`src/cfi_consts.svh`:
```
`ifndef CFI_CONSTS_SVH
`define CFI_CONSTS_SVH

// ------------------------------------------------------------
// Register byte offsets
// ------------------------------------------------------------
`define CFI_OFS_CTRL      8'h00
`define CFI_OFS_STATUS    8'h1C
`define CFI_OFS_ENABLE    8'h20
`define CFI_OFS_CLEAR     8'h24

// ------------------------------------------------------------
// Widths and field layout
// ------------------------------------------------------------
`define CFI_ADDR_W        8
`define CFI_DATA_W        32
`define CFI_FLAG_W        18
`define CFI_CEN_BIT       0
`define CFI_WM_BIT        12

// Implemented flag positions: 17..8, 6, 4..0 (7 and 5 reserved)
`define CFI_FLAG_MASK     18'h3_FF5F
// Flags also wiped when the core enable is written to zero
`define CFI_CEN_CLR_MASK  18'h0_0F5F

// ------------------------------------------------------------
// Reset values and bus responses
// ------------------------------------------------------------
`define CFI_ENABLE_RST    18'h0_0000
`define CFI_STATUS_RST    18'h0_0000
`define CFI_CEN_RST       1'h0
`define CFI_RESP_OKAY     2'h0
`define CFI_RESP_SLVERR   2'h2

`endif

```
`src/cfi_pkg.sv`:
```
package cfi_pkg;
   // Flag vector, one bit per event position
   typedef logic [17:0] cfi_flags_t;

   // Register selected by an address decode
   typedef enum logic [4:0] {
      CFI_SEL_CTRL   = 5'b0_0001,
      CFI_SEL_STATUS = 5'b0_0010,
      CFI_SEL_ENABLE = 5'b0_0100,
      CFI_SEL_CLEAR  = 5'b0_1000,
      CFI_SEL_NONE   = 5'b1_0000
   } cfi_sel_t;

   // Read channel states
   typedef enum logic [1:0] {
      CFI_RD_IDLE = 2'b01,
      CFI_RD_RESP = 2'b10
   } cfi_rd_state_t;
endpackage

```
`src/cfi_flag_if.sv`:
```
`timescale 1ns/1ns
// Carries the flag state between the register front end and its helpers
interface cfi_flag_if;
   import cfi_pkg::*;
   cfi_flags_t status;
   cfi_flags_t enable;
   cfi_flags_t clr;
   cfi_flags_t events;
   logic       cen_clr;
   logic       wm_above;
   logic       irq;

   modport regs (output enable, output clr, output events, output cen_clr,
                 output wm_above, input status, input irq);
   modport bank (input clr, input events, input cen_clr, input wm_above,
                 output status);
   modport gate (input status, input enable, output irq);
endinterface

```
`src/cfi_status_bank.sv`:
```
`timescale 1ns/1ns
`include "cfi_consts.svh"
module cfi_status_bank (
   input  wire logic    aclk,
   input  wire logic    aresetn,
   cfi_flag_if.bank     fl
);
   import cfi_pkg::*;

   cfi_flags_t status_r;
   cfi_flags_t status_nxt;
   cfi_flags_t set_v;
   cfi_flags_t wipe_v;

   // ------------------------------------------------------------
   // Sticky flags
   // ------------------------------------------------------------
   // Set terms are OR-ed last so a same-cycle event beats any clear
   always_comb begin
      set_v = fl.events;
      set_v[`CFI_WM_BIT] = fl.events[`CFI_WM_BIT] | fl.wm_above;
      wipe_v = fl.clr;
      if (fl.cen_clr) begin
         wipe_v = wipe_v | `CFI_CEN_CLR_MASK;
      end
      status_nxt = ((status_r & ~wipe_v) | set_v) & `CFI_FLAG_MASK;
   end

   always_ff @(posedge aclk) begin
      if (!aresetn) begin
         status_r <= `CFI_STATUS_RST;
      end else begin
         status_r <= status_nxt;
      end
   end

   assign fl.status = status_r;
endmodule

```
`src/cfi_irq_gate.sv`:
```
`timescale 1ns/1ns
`include "cfi_consts.svh"
module cfi_irq_gate (
   input  wire logic    aclk,
   input  wire logic    aresetn,
   cfi_flag_if.gate     fl
);
   import cfi_pkg::*;

   logic irq_r;

   // ------------------------------------------------------------
   // Request output
   // ------------------------------------------------------------
   // Registered so the pin is glitch free; costs one cycle of latency
   always_ff @(posedge aclk) begin
      if (!aresetn) begin
         irq_r <= 1'b0;
      end else begin
         irq_r <= |(fl.status & fl.enable & `CFI_FLAG_MASK);
      end
   end

   assign fl.irq = irq_r;
endmodule

```
`src/cfi_irq_top.sv`:
```
// The AXI4-Lite register port was decided locally.
`timescale 1ns/1ns
`include "cfi_consts.svh"
module cfi_irq_top (
   input  wire logic                       aclk,
   input  wire logic                       aresetn,
   // AXI4-Lite write address
   input  wire logic [`CFI_ADDR_W-1:0]     s_axi_awaddr,
   input  wire logic [2:0]                 s_axi_awprot,
   input  wire logic                       s_axi_awvalid,
   output logic                            s_axi_awready,
   // AXI4-Lite write data
   input  wire logic [`CFI_DATA_W-1:0]     s_axi_wdata,
   input  wire logic [3:0]                 s_axi_wstrb,
   input  wire logic                       s_axi_wvalid,
   output logic                            s_axi_wready,
   // AXI4-Lite write response
   output logic [1:0]                      s_axi_bresp,
   output logic                            s_axi_bvalid,
   input  wire logic                       s_axi_bready,
   // AXI4-Lite read address
   input  wire logic [`CFI_ADDR_W-1:0]     s_axi_araddr,
   input  wire logic [2:0]                 s_axi_arprot,
   input  wire logic                       s_axi_arvalid,
   output logic                            s_axi_arready,
   // AXI4-Lite read data
   output logic [`CFI_DATA_W-1:0]          s_axi_rdata,
   output logic [1:0]                      s_axi_rresp,
   output logic                            s_axi_rvalid,
   input  wire logic                       s_axi_rready,
   // Core side
   input  wire cfi_pkg::cfi_flags_t        event_set,
   input  wire logic                       fifo_above_watermark,
   output logic                            core_enable,
   output logic                            irq
);
   import cfi_pkg::*;

   // ------------------------------------------------------------
   // Helper functions
   // ------------------------------------------------------------
   // Word decode; low two address bits are ignored as the bus is word wide
   function automatic cfi_sel_t cfi_decode(input logic [`CFI_ADDR_W-1:0] addr);
      logic [`CFI_ADDR_W-1:0] word;
      word = {addr[`CFI_ADDR_W-1:2], 2'b00};
      if (word == `CFI_OFS_CTRL) begin
         cfi_decode = CFI_SEL_CTRL;
      end else if (word == `CFI_OFS_STATUS) begin
         cfi_decode = CFI_SEL_STATUS;
      end else if (word == `CFI_OFS_ENABLE) begin
         cfi_decode = CFI_SEL_ENABLE;
      end else if (word == `CFI_OFS_CLEAR) begin
         cfi_decode = CFI_SEL_CLEAR;
      end else begin
         cfi_decode = CFI_SEL_NONE;
      end
   endfunction

   // Byte-lane merge of new write data over an old value
   function automatic logic [31:0] cfi_merge(input logic [31:0] old_v,
                                             input logic [31:0] new_v,
                                             input logic [3:0]  strb);
      logic [31:0] res;
      res = old_v;
      for (int i = 0; i < 4; i++) begin
         if (strb[i]) begin
            res[i*8 +: 8] = new_v[i*8 +: 8];
         end
      end
      cfi_merge = res;
   endfunction

   // ------------------------------------------------------------
   // Declarations
   // ------------------------------------------------------------
   cfi_flag_if fl ();

   logic                   awready_r;
   logic                   wready_r;
   logic                   bvalid_r;
   logic [1:0]             bresp_r;
   logic                   arready_r;
   logic                   rvalid_r;
   logic [1:0]             rresp_r;
   logic [31:0]            rdata_r;
   logic                   aw_hold_r;
   logic                   w_hold_r;
   logic [`CFI_ADDR_W-1:0] waddr_r;
   logic [31:0]            wdata_r;
   logic [3:0]             wstrb_r;
   cfi_flags_t             enable_r;
   cfi_flags_t             clr_r;
   logic                   cen_r;
   logic                   cen_clr_r;
   cfi_rd_state_t          rd_state_r;
   logic                   wr_commit;
   cfi_sel_t               wsel;
   cfi_sel_t               rsel;
   logic [31:0]            wmerged_ctrl;
   logic [31:0]            wmerged_en;
   logic [31:0]            wmasked_clr;
   logic [31:0]            rdata_nxt;

   // ------------------------------------------------------------
   // Helper instances
   // ------------------------------------------------------------
   cfi_status_bank u_bank (
      .aclk    (aclk),
      .aresetn (aresetn),
      .fl      (fl.bank)
   );

   cfi_irq_gate u_gate (
      .aclk    (aclk),
      .aresetn (aresetn),
      .fl      (fl.gate)
   );

   // Register and core-side connections into the flag carrier
   assign fl.enable   = enable_r;
   assign fl.clr      = clr_r;
   assign fl.cen_clr  = cen_clr_r;
   assign fl.events   = event_set;
   assign fl.wm_above = fifo_above_watermark;

   // ------------------------------------------------------------
   // Write channel
   // ------------------------------------------------------------
   // Address and data are caught separately, in either order
   assign wr_commit = aw_hold_r && w_hold_r && !bvalid_r;
   assign wsel      = cfi_decode(waddr_r);

   // Address capture; ready stays low until the response is taken
   always_ff @(posedge aclk) begin
      if (!aresetn) begin
         aw_hold_r <= 1'b0;
         awready_r <= 1'b1;
         waddr_r   <= '0;
      end else if (s_axi_awvalid && awready_r) begin
         aw_hold_r <= 1'b1;
         awready_r <= 1'b0;
         waddr_r   <= s_axi_awaddr;
      end else if (wr_commit) begin
         aw_hold_r <= 1'b0;
      end else if (bvalid_r && s_axi_bready) begin
         awready_r <= 1'b1;
      end
   end

   // Data capture, mirror of the address side
   always_ff @(posedge aclk) begin
      if (!aresetn) begin
         w_hold_r <= 1'b0;
         wready_r <= 1'b1;
         wdata_r  <= '0;
         wstrb_r  <= '0;
      end else if (s_axi_wvalid && wready_r) begin
         w_hold_r <= 1'b1;
         wready_r <= 1'b0;
         wdata_r  <= s_axi_wdata;
         wstrb_r  <= s_axi_wstrb;
      end else if (wr_commit) begin
         w_hold_r <= 1'b0;
      end else if (bvalid_r && s_axi_bready) begin
         wready_r <= 1'b1;
      end
   end

   // Response; unmapped or read-only targets answer with a slave error
   always_ff @(posedge aclk) begin
      if (!aresetn) begin
         bvalid_r <= 1'b0;
         bresp_r  <= `CFI_RESP_OKAY;
      end else if (wr_commit) begin
         bvalid_r <= 1'b1;
         if (wsel == CFI_SEL_NONE || wsel == CFI_SEL_STATUS) begin
            bresp_r <= `CFI_RESP_SLVERR;
         end else begin
            bresp_r <= `CFI_RESP_OKAY;
         end
      end else if (bvalid_r && s_axi_bready) begin
         bvalid_r <= 1'b0;
      end
   end

   // ------------------------------------------------------------
   // Register writes
   // ------------------------------------------------------------
   always_comb begin
      wmerged_ctrl = cfi_merge({31'h0, cen_r}, wdata_r, wstrb_r);
      wmerged_en   = cfi_merge({14'h0, enable_r}, wdata_r, wstrb_r);
      wmasked_clr  = cfi_merge(32'h0000_0000, wdata_r, wstrb_r);
   end

   // Enable bits; reserved positions never store a one
   always_ff @(posedge aclk) begin
      if (!aresetn) begin
         enable_r <= `CFI_ENABLE_RST;
      end else if (wr_commit && wsel == CFI_SEL_ENABLE) begin
         enable_r <= wmerged_en[`CFI_FLAG_W-1:0] & `CFI_FLAG_MASK;
      end
   end

   // Clear pulses live one cycle; nothing is stored behind them
   always_ff @(posedge aclk) begin
      if (!aresetn) begin
         clr_r <= '0;
      end else if (wr_commit && wsel == CFI_SEL_CLEAR) begin
         clr_r <= wmasked_clr[`CFI_FLAG_W-1:0] & `CFI_FLAG_MASK;
      end else begin
         clr_r <= '0;
      end
   end

   // Core enable; any write of zero wipes the flags tied to it
   always_ff @(posedge aclk) begin
      if (!aresetn) begin
         cen_r     <= `CFI_CEN_RST;
         cen_clr_r <= 1'b0;
      end else if (wr_commit && wsel == CFI_SEL_CTRL && wstrb_r[0]) begin
         cen_r     <= wmerged_ctrl[`CFI_CEN_BIT];
         cen_clr_r <= !wmerged_ctrl[`CFI_CEN_BIT];
      end else begin
         cen_clr_r <= 1'b0;
      end
   end

   // ------------------------------------------------------------
   // Read channel
   // ------------------------------------------------------------
   assign rsel = cfi_decode(s_axi_araddr);

   // Read mux; unused and reserved bits return zero
   always_comb begin
      rdata_nxt = 32'h0000_0000;
      if (rsel == CFI_SEL_CTRL) begin
         rdata_nxt[`CFI_CEN_BIT] = cen_r;
      end else if (rsel == CFI_SEL_STATUS) begin
         rdata_nxt[`CFI_FLAG_W-1:0] = fl.status;
      end else if (rsel == CFI_SEL_ENABLE) begin
         rdata_nxt[`CFI_FLAG_W-1:0] = enable_r & `CFI_FLAG_MASK;
      end else begin
         rdata_nxt = 32'h0000_0000;
      end
   end

   // One read in flight; address accepted only when idle
   always_ff @(posedge aclk) begin
      if (!aresetn) begin
         rd_state_r <= CFI_RD_IDLE;
         arready_r  <= 1'b1;
         rvalid_r   <= 1'b0;
         rdata_r    <= 32'h0000_0000;
         rresp_r    <= `CFI_RESP_OKAY;
      end else begin
         case (rd_state_r)
            CFI_RD_IDLE: begin
               if (s_axi_arvalid && arready_r) begin
                  rd_state_r <= CFI_RD_RESP;
                  arready_r  <= 1'b0;
                  rvalid_r   <= 1'b1;
                  rdata_r    <= rdata_nxt;
                  if (rsel == CFI_SEL_NONE) begin
                     rresp_r <= `CFI_RESP_SLVERR;
                  end else begin
                     rresp_r <= `CFI_RESP_OKAY;
                  end
               end
            end
            CFI_RD_RESP: begin
               if (s_axi_rready) begin
                  rd_state_r <= CFI_RD_IDLE;
                  arready_r  <= 1'b1;
                  rvalid_r   <= 1'b0;
               end
            end
            default: begin
               rd_state_r <= CFI_RD_IDLE;
               arready_r  <= 1'b1;
               rvalid_r   <= 1'b0;
            end
         endcase
      end
   end

   // ------------------------------------------------------------
   // Outputs, all from flops
   // ------------------------------------------------------------
   assign s_axi_awready = awready_r;
   assign s_axi_wready  = wready_r;
   assign s_axi_bvalid  = bvalid_r;
   assign s_axi_bresp   = bresp_r;
   assign s_axi_arready = arready_r;
   assign s_axi_rvalid  = rvalid_r;
   assign s_axi_rdata   = rdata_r;
   assign s_axi_rresp   = rresp_r;
   assign core_enable   = cen_r;
   assign irq           = fl.irq;
endmodule

```
`config.mk`:
```
export PLATFORM = sky130hd
export DESIGN_NAME = cfi_irq_top
export DESIGN_NICKNAME = d
export VERILOG_FILES = /design/src/cfi_pkg.sv /design/src/cfi_flag_if.sv /design/src/cfi_status_bank.sv /design/src/cfi_irq_gate.sv /design/src/cfi_irq_top.sv
export VERILOG_INCLUDE_DIRS = /design/src
export SDC_FILE = /design/constraint.sdc
export NUM_CORES = 1
export LEC_CHECK = 0
export ABC_AREA = 1
export BUFFER_PORTS_ARGS = -buffer_cell sky130_fd_sc_hd__buf_2
export CAP_MARGIN = 25
export CORE_ASPECT_RATIO = 0.8
export CORE_MARGIN = 1
export CORE_UTILIZATION = 51
export CTS_CLUSTER_SIZE = 10
export DETAILED_ROUTE_END_ITERATION = 10
export PLACE_DENSITY = 0.8
export SYNTH_ARGS = -nofsm -noshare
export SYNTH_HDL_FRONTEND = slang
export SYNTH_SLANG_ARGS = --single-unit
```
`constraint.sdc`:
```
create_clock -name aclk -period 1.3 [get_ports aclk]
set_clock_uncertainty 0.05 [all_clocks]
set_input_delay 0.325 -clock aclk [delete_from_list [all_inputs] [get_ports aclk]]
set_output_delay 0.325 -clock aclk [all_outputs]
set_load 0.05 [all_outputs]
```
==> impl_results.md, run 1 <==
- Most frequent cells in the layout: 94 x nand2_1, 78 x dfxtp_1, 68 x a21oi_1
- Crit share post-route: 1.033
- Max-cap violations: 0
- Status: finished, violations left
- Hold Fails Final Rpt: 0
- Die Y: 82.11 um
- Worst EP arrival: 1.59 ns
- Final WS setup: -0.04228 ns
- Final ANT Viol Nets: 0
- CTS clk-pin slew, worst paths: 0.09 ns
- Overall power: 6.775 mW
- Max VDD drop: 0.7300 mV
- Vias in the first global route: 3363
- Vias per cell: 5.316
- Cell total after placement: 714
- CP endpoint kind: register
- Initial DRC count: 257
- Core area: 7567 sq um
- H-tree Lvls: 3
- Top cell by count, worst path: nand2_2
- Worst Path Class, Setup: register to register
- Diode count: 0
- Endpoints failing setup: 15
- Netlist Area Pre-Place: 4091 sq um
- Die area: 8387 sq um
- Max incr delay on CP: 0.34 ns
- Leak Pwr: 2.241 nW
- Layout area overhead: 27.71%
- Placed Area: 4641 sq um
- Worst reg2reg path depth: 8
- Number of cells on the critical path: 8
- Hold depth: 3
- Hold WS: 0.1238 ns
- DR DRC count: 0
- DR vias: 3891
- CP max stage cell: dfxtp_1
- Synth Area per Inst: 7.591 sq um
- Share of cells above drive strength 1: 0.2823
- Non-Filler Instances: 732
- Synth Instances: 539
- CTS Hold Bufs: 0
- Clk sinks: 101
- Gpl congestion: 0.8996
- CTS tree: done
- Fmax achieved: 745.0 MHz
- Max FO, Critical Path: 6
- Fin nets: 708
- FF+latch count, synth: 101
- Global-route wire length before repair: 15.19 mm
- Worst setup SP type: register
- Initial antenna violation count: 0
- Failing checks: setup timing
- Final Util: 0.6905
- Width of the die: 102.1 um
- Worst path required time: 1.54 ns
- Clk Latency, worst-skew pair: 0.36 ns
- Initial Utilization: 0.5407
- Power per cell area: 1297 nW/um^2
- Crit-path leading delay family: simple AND/OR/NAND/NOR gates
- Port Buffer Count: 79
- Sequential cell area fraction in the yosys report: 0.4942
- R2R Setup Slk: -0.04 ns
- Detailed placement HPWL: 6.915 mm
- Wire per inst: 14.04 um
- Min cycle time layout: 1.342 ns
- Max Buffers Root-to-Sink: 2
- Synthesis warning total: 0
- Finished Cell Area: 5225 sq um
- Unique cell type count in the Yosys netlist: 27
- Max-slew violations: 0
- Clock root cell: clkbuf_8
- Commonest non-fill, non-tap cell in the layout: nand2_1
- CP Buf/Inv Count: 2
- Fillers: 618
- Hold WC Path Type: input port to register
- CTS Buf Count: 9
- Largest net degree at the start of global routing: 36
- IO Count: 127
- RSZ-0062 raised after global routing: true
- Crit path cell chain: inv_1, nand2_2, nor2_4, nand2_2, nor3_4, buf_6, nand2_4, nor2_2
- # rows: 28
- Total global routing track utilization: 0.2358
- Detailed-route wire length: 10.28 mm
- DRT Pass-1 Iters: 5
- Grt total ovfl: 0
## worst min-delay path, cell delays in order
cell and delay [ns]:
buf_2 0.07, a21oi_1 0.03, nor2_1 0.07
## cell usage after synthesis
cell type | n | area, sq um
inv_1 | 43 | 161.4
nand3b_1 | 1 | 7.510
o21ai_0 | 26 | 130.1
buf_4 | 20 | 150.1
nand4_1 | 31 | 193.9
buf_2 | 10 | 50.05
nand3_1 | 28 | 140.1
a31oi_1 | 1 | 6.260
o21a_1 | 2 | 15.01
nor2_2 | 3 | 18.77
dfxtp_1 | 101 | 2022
nor2_8 | 1 | 20.02
nand3_4 | 1 | 17.52
nand2_2 | 2 | 12.51
nor2_4 | 1 | 11.26
buf_6 | 2 | 22.52
a21oi_1 | 69 | 345.3
inv_2 | 3 | 11.26
nor3b_1 | 1 | 7.510
conb_1 | 1 | 3.750
nor3_4 | 1 | 16.27
nor2_1 | 74 | 277.8
nor3_1 | 1 | 5.000
clkbuf_1 | 14 | 52.55
nand2_1 | 100 | 375.4
nand3_2 | 1 | 10.01
o31ai_1 | 1 | 7.510
## layer usage
layer,track usage,vias to the layer above,share of wire,wire length (um)
li1,-,1891,-,-
met1,0.2942,1850,0.41,4265
met2,0.4040,136,0.51,5248
met3,0.06397,14,0.064,662
met4,0.06429,0,0.010,104
met5,0,-,0,0
## metrics by stage
step,TNS (ns),setup WS (ns)
2_1_floorplan,0,0.01769
3_3_place_gp,-0.1537,-0.03463
3_5_place_dp,-1.023,-0.08207
4_1_cts,-0.6405,-0.08027
5_1_grt,-1.893,-0.1098
6_report,-0.3300,-0.04228
## layout make-up
type                       instances  area [sq um]  area share
timing repair buffer             103         833.3      0.1595
tap                              105         131.4     0.02514
clock inverter                     4         96.34     0.01844
clock buffer                      10         137.6     0.02634
multi-input combinational        363          1795      0.3436
inverter                          46         172.7     0.03305
sequential                       101          2058      0.3939
## repair_timing
item	4_1_cts	5_1_grt
endpoints found under the setup margin	45	58
setup buffers	3	3
pin swaps	4	19
gates resized for setup	38	72
## path summary, 6_finish.rpt
kind,from,endpoint
worst max-delay path,waddr_r[4]$_SDFFE_PN0P_,clr_r[4]$_SDFF_PN0_
worst max register to register,waddr_r[4]$_SDFFE_PN0P_,clr_r[4]$_SDFF_PN0_
worst min register to register,wdata_r[2]$_SDFFE_PN0P_,clr_r[2]$_SDFF_PN0_
worst min-delay path,event_set[17],u_bank.fl.status[17]$_SDFF_PN0_
## report_power, final
| group | switching [mW] | internal (mW) | leakage, nW |
|---|---|---|---|
| Sequential | 0.134 | 3.25 | 0.837 |
| Combinational | 0.688 | 0.366 | 1.29 |
| Clock | 1.02 | 1.31 | 0.119 |
| Total | 1.84 | 4.93 | 2.24 |
## state kept, by name, indices dropped and copies added, names as in the netlist, 3 cells and up
signal / cells
wstrb_r: 3
u_bank.fl.status: 16
wdata_r: 16
waddr_r: 6
enable_r: 16
clr_r: 16
s_axi_rdata: 16
## cells by family (layout without fill, tap and decap cells)
family,Yosys count,count (layout),share of synthesized area
compound gates,99,99,0.1232
other cells,1,18,0.0009166
buf+inv,92,163,0.1095
flops,101,101,0.4942
simple gates,246,246,0.2722
Note: power is estimated with default switching activity, not from simulation.
==> run 2, diff against run 1 <==
--- a/config.mk
+++ b/config.mk
@@ -11,10 +11,11 @@
 export CAP_MARGIN = 25
 export CORE_ASPECT_RATIO = 0.8
 export CORE_MARGIN = 1
-export CORE_UTILIZATION = 51
+export CORE_UTILIZATION = 45
 export CTS_CLUSTER_SIZE = 10
 export DETAILED_ROUTE_END_ITERATION = 10
-export PLACE_DENSITY = 0.8
+export PLACE_DENSITY = 0.72
+export RECOVER_POWER = 25
 export SYNTH_ARGS = -nofsm -noshare
 export SYNTH_HDL_FRONTEND = slang
 export SYNTH_SLANG_ARGS = --single-unit
==> impl_results.md, run 2 (same netlist as run 1, synthesis figures left out) <==
- CTS Buf Count: 9
- CP max stage cell: dfxtp_2
- Final Util: 0.5884
- Initial antenna violation count: 0
- Hold WC Path Type: input port to register
- Initial Utilization: 0.4739
- # rows: 30
- Port Buffer Count: 79
- Worst Path Class, Setup: register to register
- Grt total ovfl: 0
- IO Count: 127
- Crit path cell chain: nor2_4, inv_2, nor2_4, nand2_2, nor3_4, nand2_4, nor2_2
- Layout area overhead: 24.16%
- Width of the die: 108.6 um
- Endpoints failing setup: 5
- Least-Margin Pin Slew: 0.5004 ns
- Failing checks: setup timing
- Global-route wire length before repair: 15.64 mm
- Power per cell area: 1343 nW/um^2
- Crit share post-route: 1.004
- Cell total after placement: 724
- Worst path required time: 1.54 ns
- Max-slew violations: 0
- Wire per inst: 12.93 um
- Min cycle time layout: 1.306 ns
- Max VDD drop: 1.285 mV
- CTS Hold Bufs: 0
- Share of cells above drive strength 1: 0.2464
- Final WS setup: -0.005700 ns
- CP Buf/Inv Count: 1
- CTS clk-pin slew, worst paths: 0.07 ns
- DR vias: 3690
- Commonest non-fill, non-tap cell in the layout: nand2_1
- Top cell by count, worst path: nor2_4
- Max-cap violations: 0
- Gpl congestion: 0.8358
- Hold Fails Final Rpt: 0
- Max incr delay on CP: 0.33 ns
- Non-Filler Instances: 741
- Diode count: 0
- Fin nets: 708
- Worst Min Path Start: event_set[16]
- Crit-path leading delay family: simple AND/OR/NAND/NOR gates
- DRT Pass-1 Iters: 4
- Largest net degree at the start of global routing: 36
- Clk Latency, worst-skew pair: 0.35 ns
- Fmax achieved: 765.9 MHz
- Worst reg2reg path depth: 7
- Worst setup SP type: register
- Most frequent cells in the layout: 97 x nand2_1, 93 x dfxtp_1, 68 x a21oi_1
- Hold depth: 3
- Fillers: 802
- Max Buffers Root-to-Sink: 2
- Die area: 9480 sq um
- Number of cells on the critical path: 7
- DR DRC count: 0
- Reg2reg start: waddr_r[7]$_SDFFE_PN0P_
- Detailed-route wire length: 9.578 mm
- Final ANT Viol Nets: 0
- Total global routing track utilization: 0.2162
- Max-slew headroom: 0.6664
- H-tree Lvls: 3
- Clk sinks: 101
- Detailed placement HPWL: 7.162 mm
- Worst EP arrival: 1.55 ns
- Max FO, Critical Path: 8
- Initial DRC count: 178
- CTS tree: done
- Die Y: 87.29 um
- Vias in the first global route: 3489
- Status: finished, violations left
- RSZ-0062 raised after global routing: true
- Leak Pwr: 2.220 nW
- Clock root cell: clkbuf_16
- CP endpoint kind: register
- Core area: 8633 sq um
- Critical path origin: waddr_r[7]$_SDFFE_PN0P_
- Vias per cell: 4.980
[run 2: cell count changes in the layout (fill, tap and decap cells not counted), sizes merged]
cell / delta
buf: -7
clkbuf: +6
clkinv: +4
bufinv: -3
clkinvlp: +1
inv: +1
[run 2: metal layers]
layer  wire, um  track usage
met1       4399       0.2648
met2       4506       0.3619
met3        544      0.06058
met4        128      0.07985
met5          0            0
[run 2: where the power goes]
group	switching (mW)	internal [mW]
combinational	0.647	0.311
clock	1.19	1.30
sequential	0.122	3.25
total	1.96	4.87
[run 2: worst reg2reg max path, stage by stage, from the launching register on]
cell,delay (ns)
dfxtp_2,0.33
nor2_4,0.12
inv_2,0.05
nor2_4,0.09
nand2_2,0.07
nor3_4,0.25
nand2_4,0.17
nor2_2,0.12
[run 2: path summary, 6_finish.rpt]
check / to / slack [ns]
worst max-delay path: clr_r[14]$_SDFF_PN0_ / -0.006
worst min register to register: clr_r[6]$_SDFF_PN0_ / 0.41
worst min-delay path: u_bank.fl.status[16]$_SDFF_PN0_ / 0.13
worst max register to register: clr_r[14]$_SDFF_PN0_ / -0.006
[run 2: stage by stage]
stage / setup WS, ns / hold WS (ns) / TNS [ns] / area (sq um) / total power, mW
2_1_floorplan: 0.01769 / 0.3800 / 0 / 4164 / 4.097
3_5_place_dp: -0.1028 / 0.3955 / -1.284 / 4659 / 4.349
5_1_grt: -0.09637 / 0.1352 / -1.949 / 5080 / 7.124
3_3_place_gp: -0.07322 / 0.3948 / -0.7927 / 4659 / 4.322
6_report: -0.005700 / 0.1271 / -0.02114 / 5080 / 6.823
4_1_cts: -0.01568 / 0.1190 / -0.02502 / 5027 / 6.849
[run 2: area by class of cell]
class	count	area (sq um)	share of cell area
clock buffers	9	225.2	0.04433
clock inverters	7	50.05	0.009852
inverters	46	172.7	0.03399
multi-input cells	363	1754	0.3453
flip-flops and latches	101	2037	0.4010
well taps	112	140.1	0.02759
repair buffers	103	700.7	0.1379
[run 2: timing repair]
| action | 4_1_cts | 5_1_grt |
|---|---|---|
| hold endpoints to repair | 0 | 0 |
| gates cloned | 0 | 0 |
| setup buffers | 0 | 1 |
| endpoints found under the setup margin | 47 | 38 |
| pin swaps | 2 | 2 |
| resized for setup | 33 | 26 |
==> run 3, diff against run 2 <==
--- a/config.mk
+++ b/config.mk
@@ -7,7 +7,7 @@
 export NUM_CORES = 1
 export LEC_CHECK = 0
 export ABC_AREA = 1
-export BUFFER_PORTS_ARGS = -buffer_cell sky130_fd_sc_hd__buf_2
+export BUFFER_PORTS_ARGS = -buffer_cell sky130_fd_sc_hd__clkbuf_2
 export CAP_MARGIN = 25
 export CORE_ASPECT_RATIO = 0.8
 export CORE_MARGIN = 1
==> impl_results.md, run 3 (same netlist as run 1, synthesis figures left out) <==
- Wire per inst: 13.31 um
- Max VDD drop: 0.9158 mV
- H-tree Lvls: 3
- DRT Pass-1 Iters: 4
- CTS Buf Count: 9
- Max-slew violations: 0
- Final TNS setup: -0.3064 ns
- Crit path cell chain: nor2_4, inv_2, nor2_4, nand2_2, nor3_4, buf_6, nand2_8, nor2_1
- DR DRC count: 0
- Gpl congestion: 0.8415
- Die area: 9480 sq um
- Layout area overhead: 29.27%
- Clock root cell: clkbuf_16
- CTS clk-pin slew, worst paths: 0.06 ns
- Max FO, Critical Path: 8
- Worst Min Path Start: event_set[1]
- CP max stage cell: dfxtp_2
- Total global routing track utilization: 0.2225
- Max-slew headroom: 0.6307
- Combinational share of power: 0.136
- Crit-path leading delay family: simple AND/OR/NAND/NOR gates
- Commonest non-fill, non-tap cell in the layout: nand2_1
- Worst setup SP type: register
- Share of cells above drive strength 1: 0.2476
- Initial antenna violation count: 0
- Largest net degree at the start of global routing: 36
- Critical path origin: waddr_r[7]$_SDFFE_PN0P_
- Clock share of power: 0.405
- Vias per cell: 5.097
- Initial Utilization: 0.4739
- Endpoints failing setup: 19
- Detailed-route wire length: 9.875 mm
- Fmax achieved: 749.4 MHz
- Status: finished, violations left
- Worst EP arrival: 1.57 ns
- Max Buffers Root-to-Sink: 2
- DR vias: 3782
- Die Y: 87.29 um
- Max incr delay on CP: 0.34 ns
- Top cell by count, worst path: nor2_4
- Hold WC Path Type: input port to register
- Most frequent cells in the layout: 97 x nand2_1, 91 x dfxtp_1, 68 x a21oi_1
- CTS tree: done
- Width of the die: 108.6 um
- Fin nets: 709
- # rows: 30
- Diode count: 0
- Failing checks: setup timing
- Setup WS pre-CTS: -0.04665 ns
- IO Count: 127
- Core area: 8633 sq um
- Global-route wire length before repair: 16.11 mm
- CP endpoint kind: register
- Max-cap violations: 0
- Clk sinks: 101
- Hold Fails Final Rpt: 0
- Power per cell area: 1391 nW/um^2
- Final WS setup: -0.03442 ns
- Least-Margin Pin Slew: 0.5540 ns
- Worst Path Class, Setup: register to register
- Clk Latency, worst-skew pair: 0.35 ns
- Seq pwr share: 0.459
- Overall power: 7.357 mW
- Psw: 1.908 mW
- CP Buf/Inv Count: 2
- Internal: 5.449 mW
- Sw frac: 0.2593
- Crit share post-route: 1.026
- Reg2reg start: waddr_r[7]$_SDFFE_PN0P_
- Min cycle time layout: 1.334 ns
- CTS Hold Bufs: 0
- Detailed placement HPWL: 7.241 mm
- Cell total after placement: 724
- Hold WS: 0.1326 ns
- Vias in the first global route: 3562
- Non-Filler Instances: 742
- RSZ-0062 raised after global routing: true
- Grt total ovfl: 0
- Final ANT Viol Nets: 0
- Leak Pwr: 2.268 nW
- Initial DRC count: 181
- Port Buffer Count: 79
- Worst path required time: 1.53 ns
==> run 3: changes by cell type in the layout (fill, tap and decap cells not counted), sizes merged <==
cell / previous run / this run
clkinv: 4 / 1
buf: 96 / 38
clkbuf: 16 / 79
bufinv: 0 / 2
clkinvlp: 1 / 0
inv: 48 / 46
==> run 3: through the flow <==
stage                 util  instance area (sq um)
finish              0.6126                   5289
global route        0.6126                   5289
floorplan                -                   4164
detailed placement  0.5397                   4659
global placement    0.5397                   4659
CTS                 0.5981                   5164
==> run 3: layout make-up <==
cell class / instances / area (sq um)
clock buffers: 13 / 271.5
clock inverters: 3 / 65.06
fillers: 796 / 3344
inverters: 46 / 172.7
multi-input cells: 363 / 1799
flip-flops and latches: 101 / 2037
well taps: 112 / 140.1
repair buffers: 104 / 803.3
==> run 3: worst paths after layout <==
kind / depth (start not counted) / to / slack, ns
worst min register to register: 2 / clr_r[2]$_SDFF_PN0_ / 0.41
worst min-delay path: 3 / u_bank.fl.status[1]$_SDFF_PN0_ / 0.13
worst max register to register: 8 / clr_r[14]$_SDFF_PN0_ / -0.03
worst max-delay path: 8 / clr_r[14]$_SDFF_PN0_ / -0.03
==> run 3: what timing repair did <==
action                                  CTS  global route
resized for setup                        46            48
endpoints found under the setup margin   45            48
setup buffers                             0             2
pin swaps                                 1             4
==> run 3: power groups by stage <==
stage	Combinational (mW)	Sequential, mW	Clock, mW
global route	1.09	3.40	3.14
finish	1.00	3.38	2.98
detailed placement	0.915	3.44	0
floorplan	0.577	3.52	0
global placement	0.894	3.43	0
CTS	0.971	3.37	3.02
==> run 3: worst min-delay path, stage by stage <==
cell and delay, ns:
clkbuf_2 0.08, a21oi_1 0.03, nor2_1 0.06
==> run 3: routing by layer <==
metal	global-route usage	up-vias	wire, um
li1	-	1890	-
met4	0.08108	0	165
met2	0.3838	102	4806
met3	0.05684	14	502
met1	0.2675	1776	4401
met5	0	-	0
